**config.mk**
```make
export PLATFORM = sky130hd
export DESIGN_NAME = arc_reclose_seq
export DESIGN_NICKNAME = d
export VERILOG_FILES = /design/src/arc_pkg.sv /design/src/arc_reclose_seq.sv
export SDC_FILE = /design/constraint.sdc
export NUM_CORES = 1
export LEC_CHECK = 0
export BUFFER_PORTS_ARGS = -buffer_cell sky130_fd_sc_hd__buf_2
export CAP_MARGIN = 20
export CORE_ASPECT_RATIO = 1.4
export CORE_MARGIN = 2
export CORE_UTILIZATION = 48
export CTS_BUF_LIST = sky130_fd_sc_hd__clkbuf_2
export CTS_CLUSTER_SIZE = 8
export DETAILED_ROUTE_END_ITERATION = 12
export GPL_ROUTABILITY_DRIVEN = 0
export PLACE_DENSITY = 0.65
export SYNTH_ARGS = -nofsm -noshare
export SYNTH_HDL_FRONTEND = slang
export SYNTH_SLANG_ARGS = --single-unit
export TNS_END_PERCENT = 1
```
**constraint.sdc**
```tcl
create_clock -name pclk -period 8.8 [get_ports pclk]
set_input_delay 1.32 -clock pclk [delete_from_list [all_inputs] [get_ports pclk]]
set_output_delay 1.32 -clock pclk [all_outputs]
set_load 0.01 [all_outputs]
```
**src/arc_pkg.sv**
```systemverilog
// What this block does
// the whole sequencer runs only while reclose_function_en is set
// instant_step_en includes an undelayed instantaneous reclose step
// three enables include the first, second and third timed steps
// first_step_delay is 0.1 to 15.9 s before scaling
// second and third step delays are 1 to 159 s before scaling
// hold_closed_time of closed breaker resets sequence or clears lockout
// time_scale_sel codes 0..3 scale all timings by 0.5, 1, 2, 4
// lockout unless breaker closes within 0.9 s unit reclose limit
// hold-off codes 0..7 give 0,1,4,16,64,256,1024 s or infinite
// pause window starts when reclose output would normally occur
// pause present or arriving in window recloses, else lockout on expiry
// infinite pause code waits forever in reclose mode
// reset timer runs normally while pause input held present
// reset extension equals pause-open time, capped at pause time
// scope switch 1 both, 2 reset only, 3 reclose only
// spare dropout codes give 6, 12, 24 s or hold, from the step
// hold code keeps spare_output on until lockout
// spare pickup codes give 0, 1, 2 or 4 s after the step
// spare_step_sel picks instant, first, second or third step
// skipped instant step starts spare timing from breaker_b_contact
// steps run in fixed order; trip after last enabled step locks out
// all delays count a common 0.05 s tick from the clock
package arc_pkg;
   localparam int unsigned CLK_PERIOD_NS = 50;
   localparam int unsigned TICK_NS = 50_000_000;
   localparam int unsigned TICK_CYCLES = TICK_NS / CLK_PERIOD_NS;
   localparam int CNT_W = 24;
   localparam logic [7:0] CTRL_OFF = 8'h00;
   localparam logic [7:0] T1_OFF = 8'h04;
   localparam logic [7:0] T2_OFF = 8'h08;
   localparam logic [7:0] T3_OFF = 8'h0c;
   localparam logic [7:0] HOLD_OFF = 8'h10;
   localparam logic [7:0] STAT_OFF = 8'h14;
   localparam int EN_BIT = 0;
   localparam int STEP_EN_LSB = 1;
   localparam int TIME_SCALE_SEL_LSB = 5;
   localparam int PAUSE_LSB = 7;
   localparam int SCOPE_LSB = 10;
   localparam int DROP_LSB = 12;
   localparam int PICK_LSB = 14;
   localparam int SEL_LSB = 16;
   localparam logic [17:0] CTRL_RST = 18'h00bfe;
   localparam logic [7:0] T1_RST = 8'h0a;
   localparam logic [7:0] T2_RST = 8'h0a;
   localparam logic [7:0] T3_RST = 8'h0a;
   localparam logic [7:0] HOLD_RST = 8'h0a;
   // times in tenths of a second before scaling
   localparam logic [CNT_W-1:0] LIMIT_TENTHS = 24'h000009;
   localparam logic [CNT_W-1:0] SEC_TENTHS = 24'h00000a;
   localparam logic [2:0] PAUSE_INF = 3'h7;
   localparam logic [1:0] DROP_HOLD = 2'h3;
   localparam logic [1:0] SCOPE_BOTH = 2'h1;
   localparam logic [1:0] SCOPE_RESET = 2'h2;
   localparam logic [1:0] SCOPE_RECL = 2'h3;
   typedef enum logic [2:0] {
      ARC_IDLE = 3'h0,
      ARC_TIMING = 3'h1,
      ARC_PAUSE = 3'h2,
      ARC_CLOSE = 3'h3,
      ARC_HOLD = 3'h4,
      ARC_LOCK = 3'h5,
      ARC_OFF = 3'h6
   } arc_state_e;
endpackage

```
**src/arc_reclose_seq.sv**
```systemverilog
// The implementer's own choices: the APB register port and the address map.
`timescale 1ns/10ps
`default_nettype none
module arc_reclose_seq #(
   parameter int unsigned TICK_CYC = arc_pkg::TICK_CYCLES
) (
   input wire logic pclk,
   input wire logic presetn,
   input wire logic psel,
   input wire logic penable,
   input wire logic pwrite,
   input wire logic [7:0] paddr,
   input wire logic [31:0] pwdata,
   output logic [31:0] prdata,
   output logic pready,
   output logic pslverr,
   input wire logic trip,
   input wire logic breaker_a_contact,
   input wire logic breaker_b_contact,
   input wire logic pause_input,
   input wire logic delayed_reclose,
   output logic reclose_out,
   output logic spare_output,
   output logic lockout_out,
   output logic in_progress_out
);
   import arc_pkg::*;

   logic [17:0] ctrl_reg;
   logic [7:0] t1_reg, t2_reg, t3_reg, hold_reg;
   arc_state_e state_reg;
   logic [1:0] step_reg;
   logic [CNT_W-1:0] cnt_reg, ext_reg, sp_cnt_reg;
   logic sp_run_reg, sp_arm_reg, from_lock_reg;
   logic [31:0] tick_div_reg;
   logic tick;

   wire reclose_function_en = ctrl_reg[EN_BIT];
   wire [3:0] step_en = ctrl_reg[STEP_EN_LSB +: 4];
   wire [1:0] time_scale_sel = ctrl_reg[TIME_SCALE_SEL_LSB +: 2];
   wire [2:0] pause_code = ctrl_reg[PAUSE_LSB +: 3];
   wire [1:0] scope = ctrl_reg[SCOPE_LSB +: 2];
   wire [1:0] drop_code = ctrl_reg[DROP_LSB +: 2];
   wire [1:0] pick_code = ctrl_reg[PICK_LSB +: 2];
   wire [1:0] sel_code = ctrl_reg[SEL_LSB +: 2];
   wire closed = breaker_a_contact & ~breaker_b_contact;
   wire pause_recl = (scope == SCOPE_BOTH) || (scope == SCOPE_RECL);
   wire pause_reset = (scope == SCOPE_BOTH) || (scope == SCOPE_RESET);

   function automatic logic [CNT_W-1:0] scaled(input logic [CNT_W-1:0] tenths,
                                              input logic [1:0] m);
      scaled = tenths << m;
   endfunction

   function automatic logic [CNT_W-1:0] secs(input logic [7:0] s);
      secs = CNT_W'(s) * SEC_TENTHS;
   endfunction

   logic [CNT_W-1:0] pause_tenths;
   always_comb begin
      unique case (pause_code)
         3'h0: pause_tenths = 24'h000000;
         3'h1: pause_tenths = 24'h00000a;
         3'h2: pause_tenths = 24'h000028;
         3'h3: pause_tenths = 24'h0000a0;
         3'h4: pause_tenths = 24'h000280;
         3'h5: pause_tenths = 24'h000a00;
         3'h6: pause_tenths = 24'h002800;
         3'h7: pause_tenths = 24'hffffff;
      endcase
   end
   wire [CNT_W-1:0] pause_ticks = scaled(pause_tenths, time_scale_sel);

   logic [CNT_W-1:0] pick_tenths, drop_tenths;
   always_comb begin
      unique case (pick_code)
         2'h0: pick_tenths = 24'h000000;
         2'h1: pick_tenths = 24'h00000a;
         2'h2: pick_tenths = 24'h000014;
         2'h3: pick_tenths = 24'h000028;
      endcase
      unique case (drop_code)
         2'h0: drop_tenths = 24'h00003c;
         2'h1: drop_tenths = 24'h000078;
         2'h2: drop_tenths = 24'h0000f0;
         2'h3: drop_tenths = 24'hffffff;
      endcase
   end

   function automatic logic [CNT_W-1:0] step_delay(input logic [1:0] s,
         input logic [7:0] a, input logic [7:0] b, input logic [7:0] c,
         input logic [1:0] m);
      unique case (s)
         2'h0: step_delay = 24'h000000;
         2'h1: step_delay = scaled(CNT_W'(a), m);
         2'h2: step_delay = scaled(secs(b), m);
         2'h3: step_delay = scaled(secs(c), m);
      endcase
   endfunction

   // next enabled step at or after a start point, in fixed order
   logic found;
   logic [1:0] next_step;
   logic [2:0] search_from;
   always_comb begin
      found = 1'b0;
      next_step = 2'h0;
      for (int i = 3; i >= 0; i--) begin
         if (step_en[i] && (3'(i) >= search_from)) begin
            found = 1'b1;
            next_step = 2'(i);
         end
      end
   end
   always_comb begin
      if (state_reg == ARC_HOLD) begin
         search_from = 3'(step_reg) + 3'h1;
      end else if (delayed_reclose) begin
         search_from = 3'h1;
      end else begin
         search_from = 3'h0;
      end
   end

   // common 0.05 s time base
   always_ff @(posedge pclk or negedge presetn) begin
      if (!presetn) begin
         tick_div_reg <= 32'h0;
      end else if (tick_div_reg == TICK_CYC - 1) begin
         tick_div_reg <= 32'h0;
      end else begin
         tick_div_reg <= tick_div_reg + 32'h1;
      end
   end
   assign tick = (tick_div_reg == TICK_CYC - 1);

   // apb slave, answer in the first access cycle
   wire setup = psel & ~penable;
   wire wr_acc = psel & penable & pwrite & pready;
   logic mapped;
   logic [31:0] rd_val;
   always_comb begin
      mapped = 1'b1;
      rd_val = 32'h0;
      unique case (paddr)
         CTRL_OFF: rd_val = {14'h0, ctrl_reg};
         T1_OFF: rd_val = {24'h0, t1_reg};
         T2_OFF: rd_val = {24'h0, t2_reg};
         T3_OFF: rd_val = {24'h0, t3_reg};
         HOLD_OFF: rd_val = {24'h0, hold_reg};
         STAT_OFF: rd_val = {22'h0, step_reg, state_reg, in_progress_out,
                             lockout_out, spare_output, reclose_out};
         default: mapped = 1'b0;
      endcase
   end

   always_ff @(posedge pclk or negedge presetn) begin
      if (!presetn) begin
         pready <= 1'b0;
         pslverr <= 1'b0;
         prdata <= 32'h0;
      end else begin
         pready <= setup;
         pslverr <= setup & ~mapped;
         if (setup) begin
            prdata <= pwrite ? 32'h0 : rd_val;
         end
      end
   end

   always_ff @(posedge pclk or negedge presetn) begin
      if (!presetn) begin
         ctrl_reg <= CTRL_RST;
         t1_reg <= T1_RST;
         t2_reg <= T2_RST;
         t3_reg <= T3_RST;
         hold_reg <= HOLD_RST;
      end else if (wr_acc) begin
         unique case (paddr)
            CTRL_OFF: ctrl_reg <= pwdata[17:0];
            T1_OFF: t1_reg <= pwdata[7:0];
            T2_OFF: t2_reg <= pwdata[7:0];
            T3_OFF: t3_reg <= pwdata[7:0];
            HOLD_OFF: hold_reg <= pwdata[7:0];
            default: ;
         endcase
      end
   end

   wire [CNT_W-1:0] hold_ticks = scaled(secs(hold_reg), time_scale_sel);
   wire [CNT_W-1:0] limit_ticks = scaled(LIMIT_TENTHS, time_scale_sel);

   // sequencer
   always_ff @(posedge pclk or negedge presetn) begin
      if (!presetn) begin
         state_reg <= ARC_OFF;
         step_reg <= 2'h0;
         cnt_reg <= '0;
         ext_reg <= '0;
         from_lock_reg <= 1'b0;
      end else if (!reclose_function_en) begin
         state_reg <= ARC_OFF;
         cnt_reg <= '0;
      end else begin
         unique case (state_reg)
            ARC_OFF: begin
               state_reg <= closed ? ARC_IDLE : ARC_LOCK;
            end
            ARC_IDLE: begin
               if (trip) begin
                  if (found) begin
                     state_reg <= ARC_TIMING;
                     step_reg <= next_step;
                     cnt_reg <= step_delay(next_step, t1_reg, t2_reg, t3_reg, time_scale_sel);
                  end else begin
                     state_reg <= ARC_LOCK;
                  end
               end
            end
            ARC_TIMING: begin
               if (cnt_reg == '0) begin
                  if (!pause_recl || pause_input) begin
                     state_reg <= ARC_CLOSE;
                     cnt_reg <= limit_ticks;
                  end else begin
                     state_reg <= ARC_PAUSE;
                     cnt_reg <= pause_ticks;
                  end
               end else if (tick) begin
                  cnt_reg <= cnt_reg - 1'b1;
               end
            end
            ARC_PAUSE: begin
               if (pause_input) begin
                  state_reg <= ARC_CLOSE;
                  cnt_reg <= limit_ticks;
               end else if (pause_code == PAUSE_INF) begin
                  cnt_reg <= cnt_reg;
               end else if (cnt_reg == '0) begin
                  state_reg <= ARC_LOCK;
               end else if (tick) begin
                  cnt_reg <= cnt_reg - 1'b1;
               end
            end
            ARC_CLOSE: begin
               if (closed) begin
                  state_reg <= ARC_HOLD;
                  from_lock_reg <= 1'b0;
                  cnt_reg <= hold_ticks;
                  ext_reg <= '0;
               end else if (cnt_reg == '0) begin
                  state_reg <= ARC_LOCK;
               end else if (tick) begin
                  cnt_reg <= cnt_reg - 1'b1;
               end
            end
            ARC_HOLD: begin
               if (trip) begin
                  if (found && !from_lock_reg) begin
                     state_reg <= ARC_TIMING;
                     step_reg <= next_step;
                     cnt_reg <= step_delay(next_step, t1_reg, t2_reg, t3_reg, time_scale_sel);
                  end else begin
                     state_reg <= ARC_LOCK;
                  end
               end else if (!closed) begin
                  state_reg <= from_lock_reg ? ARC_LOCK : state_reg;
               end else if (cnt_reg == '0) begin
                  state_reg <= ARC_IDLE;
               end else if (tick) begin
                  if (pause_reset && !pause_input && ext_reg < pause_ticks) begin
                     ext_reg <= ext_reg + 1'b1;
                  end else begin
                     cnt_reg <= cnt_reg - 1'b1;
                  end
               end
            end
            ARC_LOCK: begin
               if (closed && !trip) begin
                  state_reg <= ARC_HOLD;
                  from_lock_reg <= 1'b1;
                  cnt_reg <= hold_ticks;
                  ext_reg <= '0;
               end
            end
            default: state_reg <= ARC_LOCK;
         endcase
      end
   end

   // spare output timing
   wire step_fire = (state_reg != ARC_CLOSE) && (state_reg != ARC_OFF) && reclose_function_en
                    && (((state_reg == ARC_TIMING) && (cnt_reg == '0)
                         && (!pause_recl || pause_input))
                        || ((state_reg == ARC_PAUSE) && pause_input));
   wire skip_start = (state_reg == ARC_IDLE) && reclose_function_en && trip && delayed_reclose
                     && (sel_code == 2'h0);
   wire going_lock = (state_reg == ARC_LOCK) || !reclose_function_en;
   wire [CNT_W-1:0] pick_ticks = scaled(pick_tenths, time_scale_sel);
   wire [CNT_W-1:0] drop_ticks = scaled(drop_tenths, time_scale_sel);

   always_ff @(posedge pclk or negedge presetn) begin
      if (!presetn) begin
         sp_run_reg <= 1'b0;
         sp_arm_reg <= 1'b0;
         sp_cnt_reg <= '0;
      end else if (going_lock) begin
         sp_run_reg <= 1'b0;
         sp_arm_reg <= 1'b0;
      end else if (step_fire && step_reg == sel_code) begin
         sp_run_reg <= 1'b1;
         sp_cnt_reg <= '0;
      end else if (skip_start) begin
         sp_arm_reg <= 1'b1;
      end else if (sp_arm_reg && breaker_b_contact) begin
         sp_arm_reg <= 1'b0;
         sp_run_reg <= 1'b1;
         sp_cnt_reg <= '0;
      end else if (sp_run_reg && tick && sp_cnt_reg != {CNT_W{1'b1}}) begin
         sp_cnt_reg <= sp_cnt_reg + 1'b1;
      end
   end

   always_ff @(posedge pclk or negedge presetn) begin
      if (!presetn) begin
         spare_output <= 1'b0;
         reclose_out <= 1'b0;
         lockout_out <= 1'b0;
         in_progress_out <= 1'b0;
      end else begin
         spare_output <= sp_run_reg && !going_lock && (sp_cnt_reg >= pick_ticks)
                         && ((drop_code == DROP_HOLD) || (sp_cnt_reg < drop_ticks));
         reclose_out <= reclose_function_en && (state_reg == ARC_CLOSE) && !closed && (cnt_reg != '0);
         lockout_out <= reclose_function_en && (state_reg == ARC_LOCK
                                   || (state_reg == ARC_HOLD && from_lock_reg));
         in_progress_out <= reclose_function_en && (state_reg == ARC_TIMING || state_reg == ARC_PAUSE
                                       || state_reg == ARC_CLOSE
                                       || (state_reg == ARC_HOLD && !from_lock_reg));
      end
   end
endmodule
`default_nettype wire

```
==> results.toml, run 1 <==
[status]
status = "complete, no violations"

[synth]
yosys.area.top_type_share_pct = 28.8
synth_edf_count = 0
avgSynthCellArea_um2 = 8.76
ys_warn_count = 0
synth_seq_area_share_pct = 32.4
ys.flop_type = "dfrtp_1"
ys_types = 92
ys_async_sr_fraction_pct = 100
netlist_area_um2 = 14400
syn_inst = 1648
synth_area_leaders = "dfrtp_1, ha_1, mux2_2, o21ai_0, nor2_1"
yosysTopAreaCell = "dfrtp_1"
synth-seq-cells = 186

[critical_path]
end_kind = "flop"
path_common_cell = "a21oi_1"
crit_path_top_delay_cell = "dfstp_2"
critPathMaxFanout = 60
worst-r2r-setup-slack_ns = 4.16
max_stage_delay_ns = 0.59
rr_worst_depth = 12
reg2reg_from = "ctrl_reg[6]"
crit_buf_inv = 2
cp_data_arrival_time_ns = 5.47
startpoint_type = "flop"
critPathKind = "flop to flop"
cp.required_ns = 9.63
rr_endpoint = "ext_reg[23]"
crit_start = "ctrl_reg[6]"
crit_chain = "buf_4 -> inv_1 -> a32oi_1 -> ha_1 -> o21ai_0 -> a21oi_1 -> o311ai_0 -> a31oi_1 -> nor2_1 -> nand3_2 -> or4_1 -> a21oi_1"
path_delay_family = "simple AND/OR/NAND/NOR gates"

[die]
die_area_um2 = 31500
start_util_pct = 48.5
io_pins = 88
rows = 75
die_h_um = 209
core_area_um2 = 29700
fp.dieW_um = 151

[detailed_routing]
vias = 12900
drt_first_pass_iters = 8
wl_per_cell_um = 19.5
routed_wl_um = 40200
ant_nets = 0
drc = 0
drtIter0Drc = 871
viasPerCell = 6.26

[timing]
rsz0062_at_grt = "false"
fin_crit_sh_pct = 52.7
timing.fmax_ghz = 0.215
fin_crit_ns = 4.64
tns_ns = 0
finalHoldViolCount = 0
tightest_slew_ns = 1.07
slew_headroom_pct = 28.7
setup_viol = 0
slew_violations = 0
skew_ns = 0.0393

[layout]
fillers = 2841
nNetsFinal = 1822
largest_reg_flops = 32
finish.instance_area_um2 = 15200
area_growth_syn_to_layout_pct = 5.23
final_layout_size_suffix_gt1_share_pct = 13.4

[pwr]
power.density_nw_per_um2 = 90.2
p_leak_nw = 6.82
vdd.ir_drop.worst_mv = 0.0995

[global_routing]
gr-total-overflow = 0
grt_pass1_vias = 12300
antenna_found_initial = 2
track_usage_pct = 26.2
grt_max_degree = 112
grt_pass1_wl_um = 66000

[placed_design]
port_buffers = 59
place_area_um2 = 15000
hpwl_um = 29900

[clock_network]
cts_hold_buf = 0
cts_setup_buffers = 0
cts_tree = "yes"
clk_path_buf_depth = 2
cts_buffers = 17
root_buffer = "clkbuf_2"
clk_pin_slew_ns = 0.29
ctsHtreeMaxLevel = 4
insertion_delay_ns = 0.90
cts_sinks = 186
cts_resized = 0

[worst_hold_path]
holdPathStages = 1
holdCritStartpoint = "tick_div_reg[31]"
worstHoldPathType = "flop to flop"
whs_endpoint = "tick_div_reg[31]"

[job]
drv_cap = 0
metal layers:
layer  GRT usage (%)  vias to the layer above  part of all wire [%]
met5               0                        -                 0.032
met4            11.1                        2                   4.0
met3            4.04                      101                   4.7
met2            43.5                      421                    49
met1            33.8                     6228                    42
li1                -                     6156                     -
area by class of cell:
type	count	area (µm²)	area share [%]
Inverter	42	158	1.04
Antenna cell	1	2.50	0.0165
Clock inverter	14	134	0.882
Sequential cell	186	4680	30.8
Timing Repair Buffer	74	420	2.77
Tap cell	385	482	3.17
Multi-Input combinational cell	1341	9220	60.7
Clock buffer	18	90.1	0.593
synthesized netlist by cell type, types with 9 or more instances:
cell and number:
a21oi_1 85, o21a_1 12, nand4_1 28, dfrtp_1 166, a222oi_1 9, o221ai_1 9, clkbuf_1 52, dfstp_2 20
buf_4 16, nor3_1 38, mux2_2 67, xnor2_1 40, nor4_1 18, mux2i_1 28, a31oi_1 25, or3_1 19
and4_1 10, a22o_1 16, nand2_1 144, or4_1 12, o211ai_1 15, nand2b_1 20, o32ai_1 10, buf_1 10
a211oi_1 16, and3_1 25, inv_1 41, o21ai_0 130, nand3_1 53, a21o_1 16, nor2_1 150, o31ai_1 13
nor2b_1 18, xor2_1 39, ha_1 107, buf_2 13
power by group:
part | leakage [nW] | total (W) | internal [W] | switching, W
registers | 2.50 | 0.000862 | 0.000860 | 0.00000230
clock network | 0.140 | 0.000440 | 0.000113 | 0.000328
logic | 4.18 | 0.0000677 | 0.0000180 | 0.0000497
total | 6.82 | 0.00137 | 0.000990 | 0.000380
worst reg2reg max path: stages, from the launching register on:
cell and delay [ns]:
dfstp_2 0.59, buf_4 0.48, inv_1 0.55, a32oi_1 0.45, ha_1 0.29, o21ai_0 0.07, a21oi_1 0.06, o311ai_0 0.31
a31oi_1 0.22, nor2_1 0.52, nand3_2 0.35, or4_1 0.55, a21oi_1 0.15
placed cells by master, fill, tap and decap left out, drive strengths merged, types with 20 or more instances in the layout:
master | synthesis | layout
and3 | 25 | 25
xor2 | 39 | 39
nand2b | 20 | 20
xnor2 | 40 | 40
nand4 | 28 | 28
nand3 | 55 | 55
dfstp | 20 | 20
nor2 | 150 | 150
ha | 107 | 107
buf | 40 | 73
inv | 41 | 50
nand2 | 145 | 145
dfrtp | 166 | 166
nor3 | 41 | 41
mux2 | 67 | 67
o21ai | 138 | 138
a21oi | 87 | 87
mux2i | 28 | 28
a31oi | 25 | 25
how the worst max path moves through the flow:
stage	cells after the start	slack [ns]	endpoint
after floorplan	16	4.88	spare_output
after global placement	12	4.34	ext_reg[23]
after detailed placement	12	4.27	ext_reg[23]
after CTS	12	4.21	ext_reg[23]
after global routing	13	3.90	ext_reg[23]
final	12	4.16	ext_reg[23]
kinds of logic (layout without fill, tap and decap cells):
logic type | after synthesis | count (layout) | share of synthesized area (%)
buf+inv | 134 | 148 | 4.07
flops | 186 | 186 | 32.4
xor+xnor | 79 | 79 | 4.79
mux | 97 | 97 | 7.48
fa+ha+maj | 110 | 110 | 9.69
other cells | 1 | 15 | 0.0260
compound gates | 454 | 454 | 20.9
simple gates | 587 | 587 | 20.6
metrics by stage:
step | std cells | power, W | hold slack [ns] | util (%) | setup WS (ns)
6_report | 2061 | 0.00137 | 0.496 | 51.1 | 4.16
5_1_grt | 2061 | 0.00143 | 0.500 | 51.1 | 3.90
4_1_cts | 2059 | 0.00139 | 0.475 | 51.0 | 4.21
3_5_place_dp | 2027 | 0.000944 | 0.462 | 50.3 | 4.27
3_3_place_gp | 2026 | 0.000943 | 0.458 | 50.2 | 4.34
2_1_floorplan | 1661 | 0.000909 | 0.443 | - | 4.88
Power figures use the tool's default switching activity.
==> inputs of run 2 (changes only) <==
--- a/config.mk
+++ b/config.mk
@@ -14,7 +14,7 @@
 export CTS_CLUSTER_SIZE = 8
 export DETAILED_ROUTE_END_ITERATION = 12
 export GPL_ROUTABILITY_DRIVEN = 0
-export PLACE_DENSITY = 0.65
+export PLACE_DENSITY = 0.68
 export SYNTH_ARGS = -nofsm -noshare
 export SYNTH_HDL_FRONTEND = slang
 export SYNTH_SLANG_ARGS = --single-unit
==> constraint.sdc (replaced) <==
create_clock -name pclk -period 3.8 [get_ports pclk]
set_input_delay 0.57 -clock pclk [delete_from_list [all_inputs] [get_ports pclk]]
set_output_delay 0.57 -clock pclk [all_outputs]
set_load 0.01 [all_outputs]
==> results.toml, run 2 (synthesized netlist as in run 1, its figures left out) <==
[status]
status = "complete, no violations"

[layout]
fin_util_pct = 53.1
mostFrequentLayoutCell = "dfrtp_1"
final_cell_mix = "dfrtp_1, nor2_1, nand2_1"
fillers = 2758
area_growth_syn_to_layout_pct = 9.41
multiInputGateArea_um2 = 9260
final_layout_size_suffix_gt1_share_pct = 15.9
instances_no_fill = 2128
ff_latch_area_um2 = 4680
nNetsFinal = 1887
largest_reg_flops = 32

[timing]
skew_ns = 0.0346
tns_ns = 0
timing.fmax_ghz = 0.284
fin_ws_ns = 0.282
slew_headroom_pct = 33.9
fin_crit_ns = 3.52
setup_viol = 0
fin_crit_sh_pct = 92.6
rsz0062_at_grt = "false"
finalHoldViolCount = 0
tightest_slew_ns = 0.989
slew_violations = 0

[placed_design]
port_buffers = 59
pre_cts_ws_ns = 0.180
place_inst = 2071
hpwl_um = 31300

[global_routing]
grt_pass1_vias = 12900
grt_max_degree = 89
grtUsageMet1_pct = 33.5
gr-total-overflow = 0
grt_use_met2_pct = 44.6
grt_pass1_wl_um = 67300
track_usage_pct = 26.8
met3_usage_pct = 3.60
top_usage_layer = "met2"
antenna_found_initial = 2

[pwr]
power.density_nw_per_um2 = 203
p_leak_nw = 7.13
vdd.ir_drop.worst_mv = 0.188

[clock_network]
ctsHtreeMaxLevel = 4
clk_pin_slew_ns = 0.28
cts_sinks = 186
cts_buffers = 17
clk_path_buf_depth = 2
root_buffer = "clkbuf_2"
cts_tree = "yes"
insertion_delay_ns = 0.94

[critical_path]
crit_chain = "ha_1 -> and2_1 -> inv_1 -> buf_4 -> ha_1 -> a21oi_1 -> o21ai_0 -> a31oi_1 -> nand2_1 -> o21bai_1 -> a22o_2 -> clkinv_1 -> buf_4 -> a41oi_1"
end_kind = "flop"
cp.required_ns = 4.67
max_stage_delay_ns = 0.65
critPathMaxFanout = 7
path_delay_family = "compound AO/OA/AOI/OAI gates"
crit_buf_inv = 4
startpoint_type = "flop"
critPathKind = "flop to flop"
crit_path_top_delay_cell = "dfstp_2"
cp_data_arrival_time_ns = 4.39

[worst_hold_path]
worstHoldPathType = "input pin to flop"

[detailed_routing]
ant_nets = 0
vias = 13300
drtIter0Drc = 873
wl_per_cell_um = 19.5
drt_first_pass_iters = 7
routed_wl_um = 41500
viasPerCell = 6.24
drc = 0

[die]
fp.dieW_um = 151
start_util_pct = 48.5
io_pins = 88
core_area_um2 = 29700
die_h_um = 209
rows = 75
die_area_um2 = 31500

[job]
drv_cap = 0
==> run 2: cell count changes in the layout (fill, tap and decap cells not counted), sizes merged <==
cell,before,now
dlygate4sd3,0,21
clkinvlp,1,4
diode,1,3
inv,50,48
buf,73,117
clkinv,4,3
==> run 2: layout make-up <==
type                            count  share of cell area, %
Clock buffer                       18                  0.571
Clock inverter                     14                  0.856
Inverter                           42                  0.998
Timing Repair Buffer              139                   6.22
Multi-Input combinational cell   1341                   58.6
Antenna cell                        3                 0.0475
Tap cell                          385                   3.05
Sequential cell                   186                   29.6
==> run 2: worst register-to-register path: stages, from the launching register on <==
cell      delay, ns
dfstp_2        0.65
ha_1           0.25
and2_1         0.20
inv_1          0.16
buf_4          0.20
ha_1           0.30
a21oi_1        0.16
o21ai_0        0.12
a31oi_1        0.26
nand2_1        0.17
o21bai_1       0.22
a22o_2         0.24
clkinv_1       0.19
buf_4          0.20
a41oi_1        0.15
==> run 2: layer usage <==
metal / part of all wire (%) / wire length (µm)
met3: 4.4 / 1840
met1: 42 / 17200
met4: 5.0 / 2070
met5: 0 / 0
met2: 49 / 20300
==> run 2: power by group <==
group | switching [W] | total [W] | internal (W)
combinational | 0.000122 | 0.000184 | 0.0000617
clock | 0.000770 | 0.00103 | 0.000256
sequential | 0.00000540 | 0.00200 | 0.00199
==> run 2: path summary, 6_finish.rpt <==
kind	start	end	slack [ns]	depth (start not counted)
max	ctrl_reg[8]	cnt_reg[4]	0.28	14
min	breaker_b_contact	sp_arm_reg	0.07	5
max reg2reg	ctrl_reg[8]	cnt_reg[4]	0.28	14
min reg2reg	tick_div_reg[31]	tick_div_reg[31]	0.50	1
max in group asynchronous	presetn	t2_reg[1]	2.70	3
min in group asynchronous	presetn	sp_cnt_reg[17]	0.22	2
==> run 2: timing repair <==
action / in CTS / in global routing
gates resized for setup: 0 / 10
hold endpoints to repair: 133 / 0
hold buffers: 21 / 0
buffers inserted: 0 / 1
setup endpoints to repair: 0 / 22
==> run 2: through the flow <==
step                      area (µm²)  hold slack [ns]  power, W
after global placement         15300            0.461   0.00219
after detailed placement       15300            0.460   0.00219
after global routing           15800           0.0956   0.00332
after CTS                      15700           0.0237   0.00324
after floorplan                14500            0.274   0.00210
final                          15800           0.0731   0.00321
